[src/shared/sfr_page_pkg.sv]
package sfr_page_pkg;

   // Register space limits and fixed locations
   localparam logic [7:0] SFR_BASE = 8'h80;
   localparam logic [7:0] ADDR_PAGE_SEL = 8'h91;
   localparam logic [7:0] ADDR_KEY = 8'hC7;
   localparam logic [7:0] PAGE_SEL_RESET = 8'h00;
   localparam int PAGE_BIT = 0;
   localparam logic [2:0] BITABLE_LOW3 = 3'h0;
   localparam logic [7:0] READ_ZERO = 8'h00;

   // Timed-access key values
   localparam logic [7:0] KEY_FIRST = 8'hAA;
   localparam logic [7:0] KEY_SECOND = 8'h55;

   // Timing
   localparam int CLK_PERIOD_NS = 4;
   localparam int TA_WINDOW_NS = 16;
   localparam int TA_WINDOW_RAW = TA_WINDOW_NS / CLK_PERIOD_NS;
   localparam int TA_WINDOW_CYC = (TA_WINDOW_RAW < 1) ? 1 : TA_WINDOW_RAW;
   localparam int TA_CNT_W = 3;

   typedef enum logic [1:0] {
      ST_IDLE = 2'b01,
      ST_FETCH = 2'b10
   } access_state_t;

   typedef enum logic [2:0] {
      TA_LOCKED = 3'b001,
      TA_HALF = 3'b010,
      TA_OPEN = 3'b100
   } ta_state_t;

   // Bit access exists only where the low three address bits are zero
   function automatic logic bit_capable(input logic [7:0] a);
      return a[2:0] == BITABLE_LOW3;
   endfunction

   // Locations whose meaning changes on page 1
   function automatic logic page1_alt(input logic [7:0] a);
      case (a)
         8'hB1, 8'hB2, 8'hB3, 8'hB4, 8'hB5, 8'hB6,
         8'hAC, 8'hAD: return 1'b1;
         default: return 1'b0;
      endcase
   endfunction

   // Unoccupied holes, FE/FF only on page 1
   function automatic logic unoccupied(input logic [7:0] a,
                                       input logic page);
      case (a)
         8'h84, 8'h85, 8'hA1, 8'h9D, 8'h9E, 8'hF1,
         8'hFD: return 1'b1;
         8'hFE, 8'hFF: return page;
         default: return 1'b0;
      endcase
   endfunction

endpackage

[src/verilog/sfr_space_map.sv]
`timescale 1ns/1ps
module sfr_space_map (
   input wire logic [7:0] addr,
   input wire logic page,
   output logic ext_hit,
   output logic alt,
   output logic hit_page,
   output logic hit_key,
   output logic unocc
);

   assign hit_page = addr == sfr_page_pkg::ADDR_PAGE_SEL;
   assign hit_key = addr == sfr_page_pkg::ADDR_KEY;
   assign unocc = sfr_page_pkg::unoccupied(addr, page);
   assign alt = page & sfr_page_pkg::page1_alt(addr);
   // Shared locations decode identically on both pages
   assign ext_hit = ~hit_page & ~hit_key & ~unocc;

endmodule

[src/verilog/sfr_space_page_decoder.sv]
`timescale 1ns/1ps
module sfr_space_page_decoder (
   input wire logic MCLK,
   input wire logic RESET,
   input wire logic [7:0] ACC_ADDR,
   input wire logic ACC_INDIRECT,
   input wire logic BYTE_RD,
   input wire logic BYTE_WR,
   input wire logic BIT_RD,
   input wire logic BIT_WR,
   input wire logic BIT_VAL,
   input wire logic [7:0] ACC_WDATA,
   input wire logic [7:0] PER_RDATA,
   output logic BUSY,
   output logic [7:0] RDATA,
   output logic RBIT,
   output logic RVALID,
   output logic PER_RD,
   output logic PER_WR,
   output logic [7:0] PER_ADDR,
   output logic PER_ALT,
   output logic [7:0] PER_WDATA,
   output logic PAGE_NOW,
   output logic UNLOCKED,
   output logic UNOCC_HIT
);

   ////////////////////////////////////////////////////////////////////
   // Declarations
   ////////////////////////////////////////////////////////////////////

   sfr_page_pkg::access_state_t state_r;
   sfr_page_pkg::access_state_t state_nxt;

   logic page_r;
   logic busy_r;
   logic [7:0] rdata_r;
   logic rbit_r;
   logic rvalid_r;
   logic per_rd_r;
   logic per_wr_r;
   logic [7:0] per_addr_r;
   logic per_alt_r;
   logic [7:0] per_wdata_r;
   logic unocc_r;

   logic [2:0] bitsel_r;
   logic bitval_r;
   logic op_bitwr_r;
   logic op_ext_r;
   logic op_page_r;
   logic op_unocc_r;

   logic any_byte;
   logic any_bit;
   logic any_req;
   logic is_bit;
   logic [7:0] byte_addr;
   logic in_space;
   logic bit_ok;
   logic take;
   logic take_wr;
   logic take_rd;
   logic ext_hit;
   logic alt;
   logic hit_page;
   logic hit_key;
   logic unocc;
   logic key_wr;
   logic page_wr;
   logic ta_open;
   logic [7:0] page_view;
   logic [7:0] fetched;
   logic [7:0] merged;

   ////////////////////////////////////////////////////////////////////
   // Helpers
   ////////////////////////////////////////////////////////////////////

   function automatic logic [7:0] put_bit(input logic [7:0] v,
                                          input logic [2:0] i,
                                          input logic b);
      logic [7:0] r;
      r = v;
      r[i] = b;
      return r;
   endfunction

   ////////////////////////////////////////////////////////////////////
   // Request decode
   ////////////////////////////////////////////////////////////////////

   assign any_byte = BYTE_RD | BYTE_WR;
   assign any_bit = BIT_RD | BIT_WR;
   assign any_req = any_byte | any_bit;

   // Byte access wins over a bit access offered together
   assign is_bit = any_bit & ~any_byte;

   // Bit address 80h..FFh names bit [2:0] of byte {a[7:3],000}
   assign byte_addr = is_bit ? {ACC_ADDR[7:3], 3'h0} : ACC_ADDR;

   // Indirect access to the upper half goes to RAM, never here
   assign in_space = ACC_ADDR[7] & ~ACC_INDIRECT;

   // Bit path only ever names 0h/8h registers
   assign bit_ok = ~is_bit | sfr_page_pkg::bit_capable(byte_addr);

   assign take = (state_r == sfr_page_pkg::ST_IDLE) & any_req &
                 in_space & bit_ok;
   assign take_wr = take & BYTE_WR;
   assign take_rd = take & ~BYTE_WR;

   sfr_space_map map_u (
      .addr(byte_addr),
      .page(page_r),
      .ext_hit(ext_hit),
      .alt(alt),
      .hit_page(hit_page),
      .hit_key(hit_key),
      .unocc(unocc)
   );

   ////////////////////////////////////////////////////////////////////
   // Timed-access key and page select
   ////////////////////////////////////////////////////////////////////

   assign key_wr = take_wr & hit_key;

   // Locked writes to the page register are dropped silently
   assign page_wr = take_wr & hit_page & ta_open;

   ta_key_gate ta_u (
      .clk(MCLK),
      .rst(RESET),
      .key_wr(key_wr),
      .key_data(ACC_WDATA),
      .consume(page_wr),
      .open_r(ta_open)
   );

   // Upper seven bits reserved, read as zero
   assign page_view = {7'h00, page_r};

   always_ff @(posedge MCLK) begin
      if (RESET) begin
         page_r <= sfr_page_pkg::PAGE_SEL_RESET[sfr_page_pkg::PAGE_BIT];
      end else if (page_wr) begin
         page_r <= ACC_WDATA[sfr_page_pkg::PAGE_BIT];
      end
   end

   ////////////////////////////////////////////////////////////////////
   // Access sequencer
   ////////////////////////////////////////////////////////////////////

   // Holes read as zero and never strobe a peripheral
   assign fetched = op_page_r ? page_view :
                    op_ext_r ? PER_RDATA :
                    sfr_page_pkg::READ_ZERO;

   // Single-bit write keeps the other seven bits
   assign merged = put_bit(fetched, bitsel_r, bitval_r);

   always_comb begin
      state_nxt = state_r;
      case (state_r)
         sfr_page_pkg::ST_IDLE: begin
            if (take_rd) begin
               state_nxt = sfr_page_pkg::ST_FETCH;
            end
         end
         sfr_page_pkg::ST_FETCH: begin
            state_nxt = sfr_page_pkg::ST_IDLE;
         end
         default: begin
            state_nxt = sfr_page_pkg::ST_IDLE;
         end
      endcase
   end

   always_ff @(posedge MCLK) begin
      if (RESET) begin
         state_r <= sfr_page_pkg::ST_IDLE;
         busy_r <= 1'b0;
      end else begin
         state_r <= state_nxt;
         busy_r <= state_nxt != sfr_page_pkg::ST_IDLE;
      end
   end

   // Operation context captured when a request is taken
   always_ff @(posedge MCLK) begin
      if (RESET) begin
         bitsel_r <= 3'h0;
         bitval_r <= 1'b0;
         op_bitwr_r <= 1'b0;
         op_ext_r <= 1'b0;
         op_page_r <= 1'b0;
         op_unocc_r <= 1'b0;
      end else if (take) begin
         bitsel_r <= ACC_ADDR[2:0];
         bitval_r <= BIT_VAL;
         op_bitwr_r <= is_bit & BIT_WR;
         op_ext_r <= ext_hit;
         op_page_r <= hit_page;
         op_unocc_r <= unocc;
      end
   end

   ////////////////////////////////////////////////////////////////////
   // Peripheral strobes
   ////////////////////////////////////////////////////////////////////

   always_ff @(posedge MCLK) begin
      if (RESET) begin
         per_rd_r <= 1'b0;
         per_wr_r <= 1'b0;
         per_addr_r <= 8'h00;
         per_alt_r <= 1'b0;
         per_wdata_r <= 8'h00;
         unocc_r <= 1'b0;
      end else begin
         per_rd_r <= 1'b0;
         per_wr_r <= 1'b0;
         unocc_r <= 1'b0;
         if (take) begin
            per_addr_r <= byte_addr;
            per_alt_r <= alt;
            per_rd_r <= ~BYTE_WR & ext_hit;
            per_wr_r <= BYTE_WR & ext_hit;
            per_wdata_r <= ACC_WDATA;
            unocc_r <= unocc;
         end else if (state_r == sfr_page_pkg::ST_FETCH && op_bitwr_r) begin
            per_wr_r <= op_ext_r;
            per_wdata_r <= merged;
         end
      end
   end

   ////////////////////////////////////////////////////////////////////
   // Read return
   ////////////////////////////////////////////////////////////////////

   always_ff @(posedge MCLK) begin
      if (RESET) begin
         rdata_r <= 8'h00;
         rbit_r <= 1'b0;
         rvalid_r <= 1'b0;
      end else begin
         rvalid_r <= 1'b0;
         if (state_r == sfr_page_pkg::ST_FETCH && !op_bitwr_r) begin
            rdata_r <= fetched;
            rbit_r <= fetched[bitsel_r];
            rvalid_r <= 1'b1;
         end
      end
   end

   ////////////////////////////////////////////////////////////////////
   // Outputs
   ////////////////////////////////////////////////////////////////////

   assign BUSY = busy_r;
   assign RDATA = rdata_r;
   assign RBIT = rbit_r;
   assign RVALID = rvalid_r;
   assign PER_RD = per_rd_r;
   assign PER_WR = per_wr_r;
   assign PER_ADDR = per_addr_r;
   assign PER_ALT = per_alt_r;
   assign PER_WDATA = per_wdata_r;
   assign PAGE_NOW = page_r;
   assign UNLOCKED = ta_open;
   assign UNOCC_HIT = unocc_r;

endmodule

[src/verilog/ta_key_gate.sv]
`timescale 1ns/1ps
module ta_key_gate (
   input wire logic clk,
   input wire logic rst,
   input wire logic key_wr,
   input wire logic [7:0] key_data,
   input wire logic consume,
   output logic open_r
);

   sfr_page_pkg::ta_state_t state_r;
   sfr_page_pkg::ta_state_t state_nxt;
   logic [sfr_page_pkg::TA_CNT_W-1:0] cnt_r;
   logic [sfr_page_pkg::TA_CNT_W-1:0] cnt_nxt;
   logic is_first;
   logic is_second;

   assign is_first = key_data == sfr_page_pkg::KEY_FIRST;
   assign is_second = key_data == sfr_page_pkg::KEY_SECOND;

   always_comb begin
      state_nxt = state_r;
      cnt_nxt = cnt_r;
      case (state_r)
         sfr_page_pkg::TA_LOCKED: begin
            if (key_wr && is_first) begin
               state_nxt = sfr_page_pkg::TA_HALF;
            end
         end
         sfr_page_pkg::TA_HALF: begin
            if (key_wr && is_second) begin
               state_nxt = sfr_page_pkg::TA_OPEN;
               cnt_nxt = sfr_page_pkg::TA_CNT_W'(
                  sfr_page_pkg::TA_WINDOW_CYC - 1);
            end else if (key_wr && !is_first) begin
               state_nxt = sfr_page_pkg::TA_LOCKED;
            end
         end
         sfr_page_pkg::TA_OPEN: begin
            // Closes on first protected write or on window end
            if (consume || cnt_r == '0) begin
               state_nxt = sfr_page_pkg::TA_LOCKED;
            end else begin
               cnt_nxt = cnt_r - 1'b1;
            end
         end
         default: begin
            state_nxt = sfr_page_pkg::TA_LOCKED;
         end
      endcase
   end

   always_ff @(posedge clk) begin
      if (rst) begin
         state_r <= sfr_page_pkg::TA_LOCKED;
         cnt_r <= '0;
         open_r <= 1'b0;
      end else begin
         state_r <= state_nxt;
         cnt_r <= cnt_nxt;
         open_r <= state_nxt == sfr_page_pkg::TA_OPEN;
      end
   end

endmodule
[config.mk]
export PLATFORM = sky130hd
export DESIGN_NAME = sfr_space_page_decoder
export DESIGN_NICKNAME = d
export VERILOG_FILES = /design/src/shared/sfr_page_pkg.sv /design/src/verilog/sfr_space_map.sv /design/src/verilog/sfr_space_page_decoder.sv /design/src/verilog/ta_key_gate.sv
export SDC_FILE = /design/constraint.sdc
export NUM_CORES = 1
export LEC_CHECK = 0
export BUFFER_PORTS_ARGS = -buffer_cell sky130_fd_sc_hd__buf_2
export CAP_MARGIN = 0
export CORE_ASPECT_RATIO = 0.6
export CORE_MARGIN = 2
export CORE_UTILIZATION = 50
export CTS_BUF_LIST = sky130_fd_sc_hd__clkbuf_2
export DETAILED_ROUTE_END_ITERATION = 10
export PLACE_DENSITY = 0.77
export SLEW_MARGIN = 20
export SYNTH_ARGS = -nofsm -noshare
export SYNTH_HDL_FRONTEND = slang
export SYNTH_SLANG_ARGS = --single-unit
[constraint.sdc]
create_clock -name MCLK -period 3.1 [get_ports MCLK]
set_input_delay 0.155 -clock MCLK [delete_from_list [all_inputs] [get_ports MCLK]]
set_output_delay 0.155 -clock MCLK [all_outputs]
set_load 0.005 [all_outputs]
== Yosys cells after proc, flatten, opt, wreduce, memory -nomap -nowiden ==
Cells that the tools add are included.

* Output and inout port bits: 33
* Flip-flop bits (word level): 48

* Muxes and demuxes: 25
* Magnitude comparators: 2
* Add/subtract/negate cells: 1
* Reduce and logical (&&, ||, !) cells: 18
* Bitwise gates (word level): 28
* Eq/ne operators: 30

{| class="wikitable"
|+ Operators with widths
! operator !! count
|-
| 8-bit equality test, second input constant || 20
|-
| 8-bit two-way mux || 4
|-
| 3-bit two-way mux || 7
|-
| 1-bit bitwise AND || 16
|-
| 3-bit one-hot mux with 3 select lines || 1
|-
| 8-bit bitwise mux || 1
|-
| 8-bit by 7-bit equality test with 1-bit output, second input constant || 1
|-
| 1-bit NOT || 8
|-
| 8-bit OR reduction || 1
|-
| 7-bit OR reduction || 1
|-
| 3-bit equality test, second input constant || 2
|-
| 1-bit logical AND || 6
|-
| 3-bit zero test || 2
|-
| 1-bit two-way mux || 6
|-
| 3-bit one-hot mux with 2 select lines || 1
|-
| 3-bit by 4-bit < comparator with 1-bit output, second input constant || 1
|-
| 2-bit two-way mux || 2
|-
| 2-bit by 1-bit inequality test with 1-bit output, second input constant || 2
|-
| 1-bit OR || 4
|-
| 2-bit nonzero test || 2
|-
| 2-bit OR reduction || 2
|-
| 1-bit binary-select mux with 3-bit select || 1
|-
| 1-bit demux with 3-bit select || 1
|-
| 3-bit by 1-bit equality test with 1-bit output, second input constant || 1
|-
| 10 further kinds || 11
|}

== Depth between registers and ports, before layout ==
Gate-level depths: netlist (run 1).

* Word-level depth: 14
* Gate-level depth with buffers: 7
* Gate-level depth less buffers: 7

== Cells and area by module ==
Synthesis (run 1) repeated with hierarchy kept, for this count alone.

* Cell total of the unflattened synthesis: 293
* Area, all modules: 2489.9 um^2

{| class="wikitable"
|+ Modules (own cells, without submodules)
! module !! cells an instance !! area each (um^2) !! times used
|-
| sfr_space_page_decoder || 217 || 1844.3 || 1
|-
| ta_key_gate || 46 || 440.4 || 1
|-
| sfr_space_map || 30 || 205.2 || 1
|}

== Worst setup path before layout (run 1) ==
Ideal clock, no wire load.

* Path type: register to register
* From: register state_r[1]
* To: register ta_u.state_r[0]
* Data required time: 2.980 ns
* Buffers on the path: 0
* Stages on the path, launching flop included: 6
* Data arrival time: 1.663 ns
* Setup slack: 1.317 ns
* Period minus slack after synthesis: 1.783 ns
* Path through: dfxtp_1 -> nand4bb_1 -> or4_4 -> nor4_2 -> a211oi_1 -> a211o_1

* Word-level cells in the longest chain between the ends: 10

{| class="wikitable"
|+ Ends and longest elaborated chain
! what !! RTL line !! RTL
|-
| start, declared || sfr_space_page_decoder.sv:32 || <nowiki>sfr_page_pkg::access_state_t state_r;</nowiki>
|-
| start signal, assigned || sfr_space_page_decoder.sv:184 || <nowiki>state_r <= sfr_page_pkg::ST_IDLE;</nowiki>
|-
| start signal, assigned || sfr_space_page_decoder.sv:187 || <nowiki>state_r <= state_nxt;</nowiki>
|-
| 2-bit by 1-bit equality test with 1-bit output * || sfr_space_page_decoder.sv:109 || <nowiki>assign take = (state_r == sfr_page_pkg::ST_IDLE) & any_req &</nowiki>
|-
| 1-bit bitwise AND * (2 in series) || sfr_space_page_decoder.sv:109 ||
|-
| 1-bit bitwise AND * || sfr_space_page_decoder.sv:110 || <nowiki>in_space & bit_ok;</nowiki>
|-
| 1-bit bitwise AND * || sfr_space_page_decoder.sv:111 || <nowiki>assign take_wr = take & BYTE_WR;</nowiki>
|-
| 1-bit bitwise AND, on equally long branches || sfr_space_page_decoder.sv:131, sfr_space_page_decoder.sv:128 ||
|-
| 1-bit bitwise AND / 1-bit logical AND (equally long branches) || sfr_space_page_decoder.sv:131, ta_key_gate.sv:35 ||
|-
| 1-bit logical OR / 3-bit two-way mux (equally long branches) || ta_key_gate.sv:41, ta_key_gate.sv:35 ||
|-
| 3-bit two-way mux, on equally long branches || ta_key_gate.sv:41, ta_key_gate.sv:31 ||
|-
| 3-bit one-hot mux with 3 select lines * || ta_key_gate.sv:24 || <nowiki>case (state_r)</nowiki>
|-
| end signal, assigned || ta_key_gate.sv:55 || <nowiki>state_r <= sfr_page_pkg::TA_LOCKED;</nowiki>
|-
| end signal, assigned || ta_key_gate.sv:59 || <nowiki>state_r <= state_nxt;</nowiki>
|-
| end, declared || ta_key_gate.sv:11 || <nowiki>sfr_page_pkg::ta_state_t state_r;</nowiki>
|}

Every way passes the cells marked *; elsewhere a longest branch is shown, timed or not.
A chain may end at the register's enable or synchronous reset.

== Final worst setup path (run 1) ==
* From: register state_r[0]
* To: register ta_u.cnt_r[2] in the netlist's numbering

* Word-level cells in the longest chain between the ends: 10

{| class="wikitable"
|+ Ends and longest elaborated chain
! what !! RTL line !! RTL
|-
| 2-bit by 1-bit equality test with 1-bit output * || sfr_space_page_decoder.sv:109 ||
|-
| 1-bit bitwise AND * (2 in series) || sfr_space_page_decoder.sv:109 ||
|-
| 1-bit bitwise AND * || sfr_space_page_decoder.sv:110 ||
|-
| 1-bit bitwise AND * || sfr_space_page_decoder.sv:111 ||
|-
| 1-bit bitwise AND (2 in series) || sfr_space_page_decoder.sv:131 || <nowiki>assign page_wr = take_wr & hit_page & ta_open;</nowiki>
|-
| 1-bit logical OR || ta_key_gate.sv:41 || <nowiki>if (consume || cnt_r == '0) begin</nowiki>
|-
| 2-bit inequality test (no line) || - ||
|-
| 3-bit AND reduction (no line) * || - ||
|-
| end signal, assigned || ta_key_gate.sv:60 || <nowiki>cnt_r <= cnt_nxt;</nowiki>
|-
| end, declared || ta_key_gate.sv:13 || <nowiki>logic [sfr_page_pkg::TA_CNT_W-1:0] cnt_r;</nowiki>
|}

Marked as above.

==> summary.md, run 1 <==
| Metric | Value |
|---|---|
| Status | `completed` |
| Critical Path Source Type | `register` |
| Fin worst setup slack | `slightly below 1 ns` |
| Fill cell count | `slightly below 400` |
| Sequential standard cell area | `between 900 and 1000 µm²` |
| Root Buffer | `clkbuf_2` |
| Synth area leaders | `dfxtp_1 (40%), nand2_1 (7.6%), a21oi_1 (7.3%), nor2_1 (3.1%), nand3_1 (2.9%)` |
| Via count | `2,483` |
| Area delta synth->final | `22.4%` |
| Path depth of the worst reg2reg path | `5` |
| Via-to-Cell Ratio | `between 5 and 6` |
| DRC Markers | `0` |
| Rows | `19` |
| Internal reg-to-reg setup slack | `about 0.98 ns` |
| Synth top area share | `39.8%` |
| Sequential share of the synthesized area | `approximately two fifths` |
| GRT Util Overall | `25.1%` |
| RR Startpoint | `state_r[0]` |
| EDFF count, synth | `0` |
| Post-synth design cell area | `2410 µm²` |
| Die area | `approximately 5400 µm²` |
| CTS Buf Count | `5` |
| Total Nets Final | `just under 400` |
| Uppermost routed layer | `met4` |
| TritonCTS clock tree | `built` |
| Fin crit period | `~2.1 ns` |
| Setup CP Type | `reg2reg` |
| DRT antenna net count | `0` |
| Ys flop type | `dfxtp_1` |
| Final setup vio count | `0` |
| Worst Skew | `between 0.02 and 0.03 ns` |
| ANT cells | `0` |
| RSZ-0062 raised after global routing | `false` |
| Place WS | `about 1.1 ns` |
| Resize count post-CTS | `0` |
| Worst Setup End Kind | `register` |
| WL final | `around 6500 µm` |
| Commonest non-fill, non-tap cell in the layout | `buf_2` |
| CP max-delay cell | `a2111oi_0` |
| Worst setup endpoint | `ta_u.cnt_r[2]` |
| Area of the core | `~4600 µm²` |
| Total negative slack | `0 ns` |
| Multi-input gate area | `1360 µm²` |
| Detail Placement HPWL | `roughly 4900 µm` |
| Worst slew pin tran | `0.861 ns` |
| Crit path from | `state_r[0]` |
| Fin cells | `roughly 420` |
| Power Total | `1.21 mW` |
| Port-buffer cells | `64` |
| Asr flop ratio synth | `0%` |
| Critical path peak fanout | `9` |
| Initial antenna violation count | `0` |
| Placed cell count | `405` |
| Reg-to-reg critical path endpoint | `ta_u.cnt_r[2]` |
| Max_cap viols | `0` |
| Layout cells sized above 1 | `a little under a quarter` |
| Initial Util | `between 50% and 60%` |
| Max-slew headroom | `between 40% and 50%` |
| Critical path data required time | `~3.5 ns` |
| Htree depth | `2` |
| Max-slew violations | `0` |
| WL/cell | `15.5 µm` |
| Mean Syn Cell Area | `just over 8 µm²` |
| Fin crit share | `about 70%` |
| Final core utilization | `between 60 and 70%` |
| Clock sink count | `48` |
| Crit path DAT | `2.50 ns` |
| Number of global-route vias before repair | `2,197` |
| Final hold vios | `0` |
| Pin count of the biggest net entering global routing | `49` |
| Worst min path class | `in2reg` |
| Pwr dens | `about 410 nW/µm²` |
| Met2 wire len | `around 2700 µm` |
| IO Pins | `65` |
| Synth area leader | `dfxtp_1` |
| Commonest cells after routing, fill and taps aside | `buf_2 (64), nand2_1 (49), dfxtp_1 (48)` |
| Drt pass-1 iters | `5` |
| Post-Syn Nets | `330` |
| Worst-Skew Late Latency | `0.42 ns` |
| YS warnings | `0` |
| Die Wd | `between 90 and 100 µm` |
| Clock Pin Slew Worst Setup and Hold Paths | `0.24 ns` |
| DR WL met3 | `685 µm` |
| Number of DRC markers in iteration 0 | `between 200 and 250` |
| Clock Tree Buf Depth | `2` |
| Total grt overflow | `0` |
| Synth cell types | `55` |
| VDD IR max | `~0.00024 V` |
| #FFs+latches synth | `48` |
| Gate count after technology mapping | `296` |
| DRT met1 WL | `about 3200 µm` |
| Leakage | `approximately 1.1 nW` |
| Max incr delay on CP | `approximately 0.61 ns` |
| First-pass GRT wire length | `10,700 µm` |
| Max Freq | `0.473 GHz` |
| Crit-path cells | `and4bb_1 -> and3_2 -> a21oi_1 -> a2111oi_0 -> a31o_1` |
| Die Ht | `between 50 and 60 µm` |
| GP Congestion | `0.938` |
how the worst min path moves through the flow:
stage / depth (start not counted) / startpoint / to
2_1_floorplan: 1 / BYTE_WR / BUSY
3_3_place_gp: 3 / BIT_VAL / bitval_r
3_5_place_dp: 3 / BIT_VAL / bitval_r
4_1_cts: 3 / ACC_ADDR[5] / PER_ADDR[5]
5_1_grt: 3 / ACC_ADDR[2] / bitsel_r[2]
6_report: 3 / ACC_ADDR[5] / PER_ADDR[5]
what timing repair did:
action,CTS,global route
endpoints found under the hold margin,12,0
buffers inserted,0,0
setup endpoints to repair,0,0
hold buffers,11,0
sequential cells by signal, indices dropped and copies added (netlist names):
name,flops
PER_ADDR,8
PER_WDATA,8
RDATA,8
bitsel_r,3
ta_u.cnt_r,3
ta_u.state_r,3
state_r,2
BUSY,1
PAGE_NOW,1
PER_ALT,1
PER_RD,1
PER_WR,1
RBIT,1
RVALID,1
UNOCC_HIT,1
bitval_r,1
op_bitwr_r,1
op_ext_r,1
op_page_r,1
ta_u.open_r,1
logic make-up (layout without fill, tap and decap cells):
logic type	Yosys count	after routing	share of synthesized area, %
buffers and inverters	26	90	4.15
AOI/OAI and AO/OA	70	70	18.6
muxes	6	6	3.11
xor gates and xnor gates	1	1	0.363
DFF	48	48	39.8
adders and majority gates	2	2	1.04
and+or+nand+nor	143	143	32.9
report_power, final:
part	internal (mW)	total, mW	switching, mW	leakage (nW)
combinational	0.0682	0.156	0.0879	0.699
sequential	0.634	0.651	0.0170	0.389
clock	0.213	0.406	0.193	0.0490
routing by layer:
| metal | vias up | global-route usage, % |
|---|---|---|
| met5 | - | 0 |
| met4 | 0 | 3.73 |
| met3 | 6 | 5.59 |
| met2 | 127 | 35.8 |
| met1 | 1142 | 39.3 |
| li1 | 1208 | - |
cell usage after synthesis (3+ instances only):
| cell type | n |
|---|---|
| a22oi_1 | 4 |
| mux2i_1 | 3 |
| o21ai_0 | 6 |
| nor2b_1 | 3 |
| nor4_1 | 3 |
| nor2_1 | 20 |
| nor3b_1 | 5 |
| a211oi_1 | 4 |
| nor3_1 | 10 |
| inv_1 | 5 |
| nand2b_1 | 5 |
| dfxtp_1 | 48 |
| nor4bb_1 | 5 |
| a221oi_1 | 5 |
| clkbuf_1 | 17 |
| nand3b_1 | 4 |
| a21oi_1 | 35 |
| nand3_1 | 14 |
| nand4b_1 | 3 |
| nand4_1 | 3 |
| nand2_1 | 49 |
stage by stage:
step | area [µm²] | hold slack, ns
final | 2950 | 0.0142
after global routing | 2950 | 0.00504
after CTS | 2950 | 0.00154
after detailed placement | 2750 | 0.421
after global placement | 2750 | 0.411
after floorplan | 2410 | 0.234
critical path: cells and delay by family (launching register included):
kind / cells / cell delay [ns]
AO/OA/AOI/OAI: 3 / 0.94
AND/OR/NAND/NOR: 2 / 0.68
flip-flops: 1 / 0.46
layout make-up:
type,instances,share of cell area [%]
multi-input combinational,222,46.0
sequential,48,32.5
timing repair buffer,78,15.3
tap,63,2.67
clock inverter,2,2.03
clock buffer,5,0.847
inverter,5,0.635
Power figures use the tool's default switching activity.
==> inputs of run 2 (changes only) <==
Settings changed: ABC_AREA from default to 1, CORE_UTILIZATION 50 to 49, PLACE_DENSITY 0.77 to 0.79.
Clock period 3.1 ns to 1.85 ns, I/O delays scaled along.
==> summary.md, run 2 <==
| Metric | Value |
|---|---|
| WL final | `6560 µm (was 6550 µm)` |
| Max incr delay on CP | `0.53 ns (was 0.61 ns)` |
| Hold Startpoint | `ACC_ADDR[1] (was ACC_ADDR[5])` |
| Pwr dens | `650 nW/µm² (was 411 nW/µm²)` |
| Die Wd | `93.0 µm (was 93.7 µm)` |
| Via-to-Cell Ratio | `5.31 (was 5.87)` |
| Drt pass-1 iters | `5 (unchanged)` |
| Worst-Skew Late Latency | `0.42 ns (about the same)` |
| TritonCTS clock tree | `built (unchanged)` |
| Number of cells on the worst hold path | `3 (unchanged)` |
| Worst min path class | `in2reg (unchanged)` |
| Asr flop ratio synth | `0% (unchanged)` |
| Rows | `19 (unchanged)` |
| Crit-path cells | `dlygate4sd3_1 -> buf_2 -> nor2_2 -> nand2_4 -> nand2_2 -> nand2_1 -> nor2_2 -> nand3_2 -> nand3_2 -> nand2_2 -> inv_2 -> nor2_1 -> nor2_1 (was and4bb_1 -> and3_2 -> a21oi_1 -> a2111oi_0 -> a31o_1)` |
| Final setup vio count | `0 (unchanged)` |
| Via count | `2,591 (was 2,483)` |
| Root Buffer | `clkbuf_2 (unchanged)` |
| Total negative slack | `0 ns (unchanged)` |
| Total Nets Final | `458 (was 394)` |
| Sequential share of the synthesized area | `41.2% (was 39.8%)` |
| Fill cell count | `418 (was 392)` |
| Final core utilization | `65.7% (was 64.1%)` |
| Die area | `5340 µm² (was 5420 µm²)` |
| Gate count after technology mapping | `335 (was 296)` |
| Pin count of the biggest net entering global routing | `21 (was 49)` |
| Crit path DAT | `2.00 ns (was 2.50 ns)` |
| Post-Syn Nets | `369 (was 330)` |
| Switching Fraction | `27.6% (was 24.6%)` |
| Mean Syn Cell Area | `6.96 µm² (was 8.15 µm²)` |
| Number of DRC markers in iteration 0 | `214 (was 249)` |
| IO Pins | `65 (unchanged)` |
| Max-slew violations | `0 (unchanged)` |
| Max-slew headroom | `62.0% (was 42.6%)` |
| Die Ht | `57.4 µm (was 57.8 µm)` |
| CP top delay family | `simple AND/OR/NAND/NOR gates (was compound AO/OA/AOI/OAI gates)` |
| GP Congestion | `0.911 (was 0.938)` |
| Htree depth | `2 (unchanged)` |
| RSZ-0062 raised after global routing | `false (unchanged)` |
| Max Freq | `~0.61 GHz` |
| Count leader, synth | `nand2_1 (unchanged)` |
| Number of global-route vias before repair | `2,360 (was 2,197)` |
| Path depth of the worst reg2reg path | `8 (was 5)` |
| Max_cap viols | `0 (unchanged)` |
| P_sw | `0.538 mW (was 0.298 mW)` |
| Hold EP | `bitsel_r[1] (was PER_ADDR[5])` |
| Initial Util | `51.1% (was 52.3%)` |
| Fin crit share | `around 90%` |
| Commonest cells after routing, fill and taps aside | `nand2_1 (64), buf_2 (64), inv_1 (50) (was buf_2 (64), nand2_1 (49), dfxtp_1 (48))` |
| Total grt overflow | `0 (unchanged)` |
| Port-buffer cells | `64 (unchanged)` |
| DRT antenna net count | `0 (unchanged)` |
| Combinational share of power | `15.0% (was 12.9%)` |
| Fin crit period | `1.63 ns` |
| Clock share of power | `28.8% (was 33.5%)` |
| Detail Placement HPWL | `4870 µm (was 4860 µm)` |
| #FFs+latches synth | `48 (unchanged)` |
| Final hold vios | `0 (unchanged)` |
| Critical Path Source Type | `input pin (was register)` |
| Synth top area share | `41.2% (was 39.8%)` |
| Ys flop type | `dfxtp_1 (unchanged)` |
| ANT cells | `0 (unchanged)` |
| Area delta synth->final | `28.7% (was 22.4%)` |
| VDD IR max | `0.000441 V (was 0.000237 V)` |
| CTS Buf Count | `5 (unchanged)` |
| Internal reg-to-reg setup slack | `0.27 ns (was 0.98 ns)` |
| Initial antenna violation count | `0 (unchanged)` |
| Critical path peak fanout | `7 (was 9)` |
| EDFF count, synth | `0 (unchanged)` |
| Leakage | `1.48 nW (was 1.14 nW)` |
| Area of the core | `4560 µm² (was 4610 µm²)` |
| Post-synth top cells | `nand2_1 (64), inv_1 (50), dfxtp_1 (48) (was nand2_1 (49), dfxtp_1 (48), a21oi_1 (35))` |
| Clock Tree Buf Depth | `2 (unchanged)` |
| Setup CP Type | `in2reg (was reg2reg)` |
| Critical path data required time | `2.22 ns (was 3.48 ns)` |
| Synth area leader | `dfxtp_1 (unchanged)` |
| Synth area leaders | `dfxtp_1 (41%), nand2_1 (10%), inv_1 (8.1%), o21ai_0 (6.7%), nor2_1 (5.5%) (was dfxtp_1 (40%), nand2_1 (7.6%), a21oi_1 (7.3%), nor2_1 (3.1%), nand3_1 (2.9%))` |
| Clock Pin Slew Worst Setup and Hold Paths | `0.24 ns (about the same)` |
| Worst Setup End Kind | `register (unchanged)` |
| Status | `completed (unchanged)` |
| Post-synth design cell area | `2330 µm² (was 2410 µm²)` |
| Synth cell types | `29 (was 55)` |
| GRT Util Overall | `25.3% (was 25.1%)` |
| YS warnings | `0 (unchanged)` |
| Internal power | `1.41 mW (was 0.915 mW)` |
| Worst slew pin tran | `0.565 ns (was 0.861 ns)` |
| Layout cells sized above 1 | `21.4% (was 23.6%)` |
| CP max-delay cell | `dlygate4sd3_1 (was a2111oi_0)` |
| WL/cell | `13.4 µm (was 15.5 µm)` |
| Sequential share of power | `56.1% (was 53.7%)` |
| Clock sink count | `48 (unchanged)` |
| DRC Markers | `0 (unchanged)` |
| Reg-to-reg critical path endpoint | `PER_WDATA[0] (was ta_u.cnt_r[2])` |
| Worst Skew | `0.0144 ns (was 0.0281 ns)` |
| WP buf/inv | `3 (was 0)` |
| RR Startpoint | `op_ext_r (was state_r[0])` |
| First-pass GRT wire length | `10,600 µm (was 10,700 µm)` |
==> run 2: area by class of cell <==
class	count	area, µm²	area share [%]
Clock buffer	5	25.0	0.834
Clock inverter	3	37.5	1.25
Inverter	51	191	6.38
Multi-Input combinational cell	228	1150	38.3
Sequential cell	48	961	32.0
Tap cell	63	78.8	2.63
Timing Repair Buffer	90	558	18.6
==> run 2: worst min-delay path: cells and delay by family <==
family	cells	cell delay, ns
AOI/OAI and AO/OA	2	0.20
buffers and inverters	1	0.13
==> run 2: cells by family after synthesis <==
logic type | share of synthesized area [%]
DFF | 41.2
adders and majority gates | 1.07
buffers and inverters | 9.66
xor gates and xnor gates | 0.376
AOI/OAI and AO/OA | 17.5
and+or+nand+nor | 30.2
==> run 2: power by group through the flow <==
stage	Clock [mW]	Combinational (mW)	Sequential [mW]
finish	0.562	0.293	1.09
global route	0.615	0.326	1.10
CTS	0.563	0.283	1.09
detailed placement	0	0.259	1.11
global placement	0	0.254	1.11
floorplan	0	0.144	1.11
==> run 2: timing repair <==
| item | in CTS | in global routing |
|---|---|---|
| buffers inserted | 0 | 0 |
| hold buffers | 15 | 2 |
| endpoints found under the setup margin | 0 | 3 |
| hold endpoints to repair | 17 | 4 |
| gates resized for setup | 0 | 1 |
==> run 2: worst max-delay path by stage <==
stage               startpoint            end  cells after the start
floorplan           state_r[1]  ta_u.cnt_r[0]                     10
global placement      op_ext_r   PER_WDATA[3]                      8
detailed placement    op_ext_r   PER_WDATA[0]                      8
CTS                   op_ext_r   PER_WDATA[3]                      8
global route           BYTE_WR  ta_u.cnt_r[0]                     13
finish                 BYTE_WR  ta_u.cnt_r[1]                     13
==> run 2: metrics by stage <==
step | instances | total power [mW] | hold WS (ns) | worst slack [ns] | instance area [µm²]
floorplan | 335 | 1.26 | 0.165 | 0.565 | 2330
detailed placement | 463 | 1.37 | 0.342 | 0.222 | 2760
global placement | 463 | 1.37 | 0.332 | 0.249 | 2760
finish | 488 | 1.95 | 0.0185 | 0.223 | 3000
CTS | 486 | 1.94 | 0.00862 | 0.177 | 2980
global route | 488 | 2.04 | 0.00198 | 0.119 | 3000
==> run 2: per-layer routing <==
layer	global-route usage (%)	part of all wire, %	vias to the layer above
met5	0	0	-
li1	-	-	1291
met3	6.47	8.5	11
met4	7.98	1.2	0
met1	37.6	51	1168
met2	36.0	40	121
==> inputs of run 3 (changes only) <==
Settings changed: ABC_AREA 1 to default, PLACE_DENSITY 0.79 to 0.78.
==> summary.md, run 3 (synthesis gave the netlist of run 1 again) <==
| Metric | Value |
|---|---|
| Worst Skew | `0.0175 ns (was 0.0144 ns)` |
| Internal power | `1.44 mW (was 1.41 mW)` |
| Area of placed instances | `2880 µm² (was 2760 µm²)` |
| Sequential share of power | `55.4% (was 56.1%)` |
| Setup CP Type | `in2reg (unchanged)` |
| P_sw | `0.525 mW (was 0.538 mW)` |
| Leakage | `1.27 nW (was 1.48 nW)` |
| Die area | `5520 µm² (was 5340 µm²)` |
| RSZ-0062 raised after global routing | `true (was false)` |
| Commonest non-fill, non-tap cell in the layout | `buf_2` |
| GRT Util Overall | `25.8% (was 25.3%)` |
| Worst hold slack | `0.0188 ns (was 0.0185 ns)` |
| Worst-Skew Late Latency | `0.43 ns (was 0.42 ns)` |
| Number of DRC markers in iteration 0 | `256 (was 214)` |
| Met2 wire len | `2910 µm (was 2600 µm)` |
| Max-slew violations | `0 (unchanged)` |
| Failing checks | `setup timing` |
| Area of the core | `4660 µm² (was 4560 µm²)` |
| DRC Markers | `0 (unchanged)` |
| Switching Fraction | `26.7% (was 27.6%)` |
| Status | `complete, but fails checks (was completed)` |
| TritonCTS clock tree | `built (unchanged)` |
| Worst slew pin tran | `0.649 ns (was 0.565 ns)` |
| Number of global-route vias before repair | `2,234 (was 2,360)` |
| WL final | `7080 µm (was 6560 µm)` |
| Die Ht | `58.4 µm (was 57.4 µm)` |
| Initial antenna violation count | `0 (unchanged)` |
| Via count | `2,618 (was 2,591)` |
| Pin count of the biggest net entering global routing | `22 (was 21)` |
| Combinational share of power | `15.4% (was 15.0%)` |
| Clock Tree Buf Depth | `2 (unchanged)` |
| Critical Path Source Type | `input pin (unchanged)` |
| Uppermost routed layer | `met4 (unchanged)` |
| Worst min path class | `in2reg (unchanged)` |
| Layout cells sized above 1 | `27.0% (was 21.4%)` |
| Root Buffer | `clkbuf_2 (unchanged)` |
| Clock sink count | `48 (unchanged)` |
| Pwr dens | `619 nW/µm² (was 650 nW/µm²)` |
| Max_cap viols | `0 (unchanged)` |
| DR WL met3 | `744 µm (was 556 µm)` |
| VDD IR max | `0.000454 V (was 0.000441 V)` |
| Htree depth | `2 (unchanged)` |
| Fin crit period | `1.86 ns (was 1.63 ns)` |
| Area delta synth->final | `31.5% (was 28.7%)` |
| Crit path DAT | `2.21 ns (was 2.00 ns)` |
| IO Pins | `65 (unchanged)` |
| DRT antenna net count | `0 (unchanged)` |
| ANT cells | `0 (unchanged)` |
| Critical path peak fanout | `6 (was 7)` |
| Die Wd | `94.6 µm (was 93.0 µm)` |
| WL/cell | `15.7 µm (was 13.4 µm)` |
| Clock share of power | `29.2% (was 28.8%)` |
| Commonest cells after routing, fill and taps aside | `buf_2 (63), nand2_1 (49), dfxtp_1 (47) (was nand2_1 (64), buf_2 (64), inv_1 (50))` |
| DRT met1 WL | `3350 µm (was 3320 µm)` |
| Critical path data required time | `2.20 ns (was 2.22 ns)` |
| Max-slew headroom | `56.7% (was 62.0%)` |
| Final hold vios | `0 (unchanged)` |
| Total Nets Final | `422 (was 458)` |
| Total grt overflow | `0 (unchanged)` |
| Drt pass-1 iters | `5 (unchanged)` |
| Detail Placement HPWL | `5150 µm (was 4870 µm)` |
| Port-buffer cells | `64 (unchanged)` |
| Initial Util | `51.8% (was 51.1%)` |
| First-pass GRT wire length | `11,000 µm (was 10,600 µm)` |
| Final setup vio count | `1 (was 0)` |
| Fin crit share | `101% (was 87.9%)` |
| CTS Buf Count | `5 (unchanged)` |
| Max Freq | `0.537 GHz (was 0.615 GHz)` |
| Worst Setup End Kind | `register (unchanged)` |
| Fin worst setup slack | `-0.0109 ns (was 0.223 ns)` |
| Rows | `19 (unchanged)` |
| Fin area | `3170 µm² (was 3000 µm²)` |
| Clock Pin Slew Worst Setup and Hold Paths | `0.25 ns (was 0.24 ns)` |
| Via-to-Cell Ratio | `5.79 (was 5.31)` |
| GP Congestion | `0.888 (was 0.911)` |
-- run 3: cell types whose count changed in the layout (fill, tap and decap cells not counted), sizes merged, moves of 7 or more --
cell / delta
inv: -46
o21ai: -25
nand2: -18
nor2: -16
nand3: -12
buf: +11
a21oi: +9
o221ai: -7
-- run 3: critical path, cell delays in order --
cell           delay, ns
dlygate4sd3_1       0.53
buf_2               0.15
nand3b_1            0.18
or4_4               0.57
nor4_4              0.35
a2111oi_0           0.13
a31o_1              0.20
-- run 3: layout make-up --
type / instances / area (µm²)
Tap cell: 63 / 78.8
Clock buffer: 6 / 30.0
Timing Repair Buffer: 106 / 691
Multi-Input combinational cell: 222 / 1360
Fill cell: 398 / 1490
Sequential cell: 48 / 962
Clock inverter: 2 / 35.0
Inverter: 5 / 18.8
-- run 3: final timing paths --
kind / start / to / slack (ns) / cells past startpoint
setup / recovery: ACC_ADDR[4] / ta_u.cnt_r[2] / -0.01 / 7
hold / removal: PER_RDATA[4] / RDATA[4] / 0.02 / 4
setup reg to reg: state_r[1] / ta_u.cnt_r[2] / 0.07 / 5
hold reg to reg: PER_ADDR[6] / PER_ADDR[6] / 0.47 / 2
-- run 3: routing by layer --
layer / track usage (%) / vias to the layer above
met5: 0 / -
met4: 5.18 / 0
met3: 5.63 / 12
met2: 36.6 / 136
met1: 40.2 / 1208
li1: - / 1262
-- run 3: power groups by stage --
stage / combinational [mW] / sequential [mW] / clock [mW]
floorplan: 0.144 / 1.10 / 0
global placement: 0.257 / 1.11 / 0
detailed placement: 0.261 / 1.11 / 0
CTS: 0.296 / 1.09 / 0.580
global route: 0.329 / 1.09 / 0.618
finish: 0.303 / 1.09 / 0.573
-- run 3: metrics by stage --
stage | power (mW) | setup TNS (ns) | util (%) | setup slack, ns | cells
2_1_floorplan | 1.24 | 0 | - | 0.0675 | 296
3_3_place_gp | 1.36 | 0 | 61.8 | 0.0895 | 422
3_5_place_dp | 1.37 | 0 | 61.8 | 0.0374 | 422
4_1_cts | 1.96 | 0 | 67.7 | 0.0142 | 451
5_1_grt | 2.04 | -0.0157 | 68.1 | -0.00893 | 452
6_report | 1.96 | -0.0109 | 68.1 | -0.0109 | 452
-- run 3: timing repair --
| item | CTS | global route |
|---|---|---|
| resized for setup | 0 | 3 |
| endpoints found under the hold margin | 26 | 0 |
| endpoints found under the setup margin | 0 | 4 |
| hold buffers | 21 | 0 |
| buffers inserted | 0 | 1 |
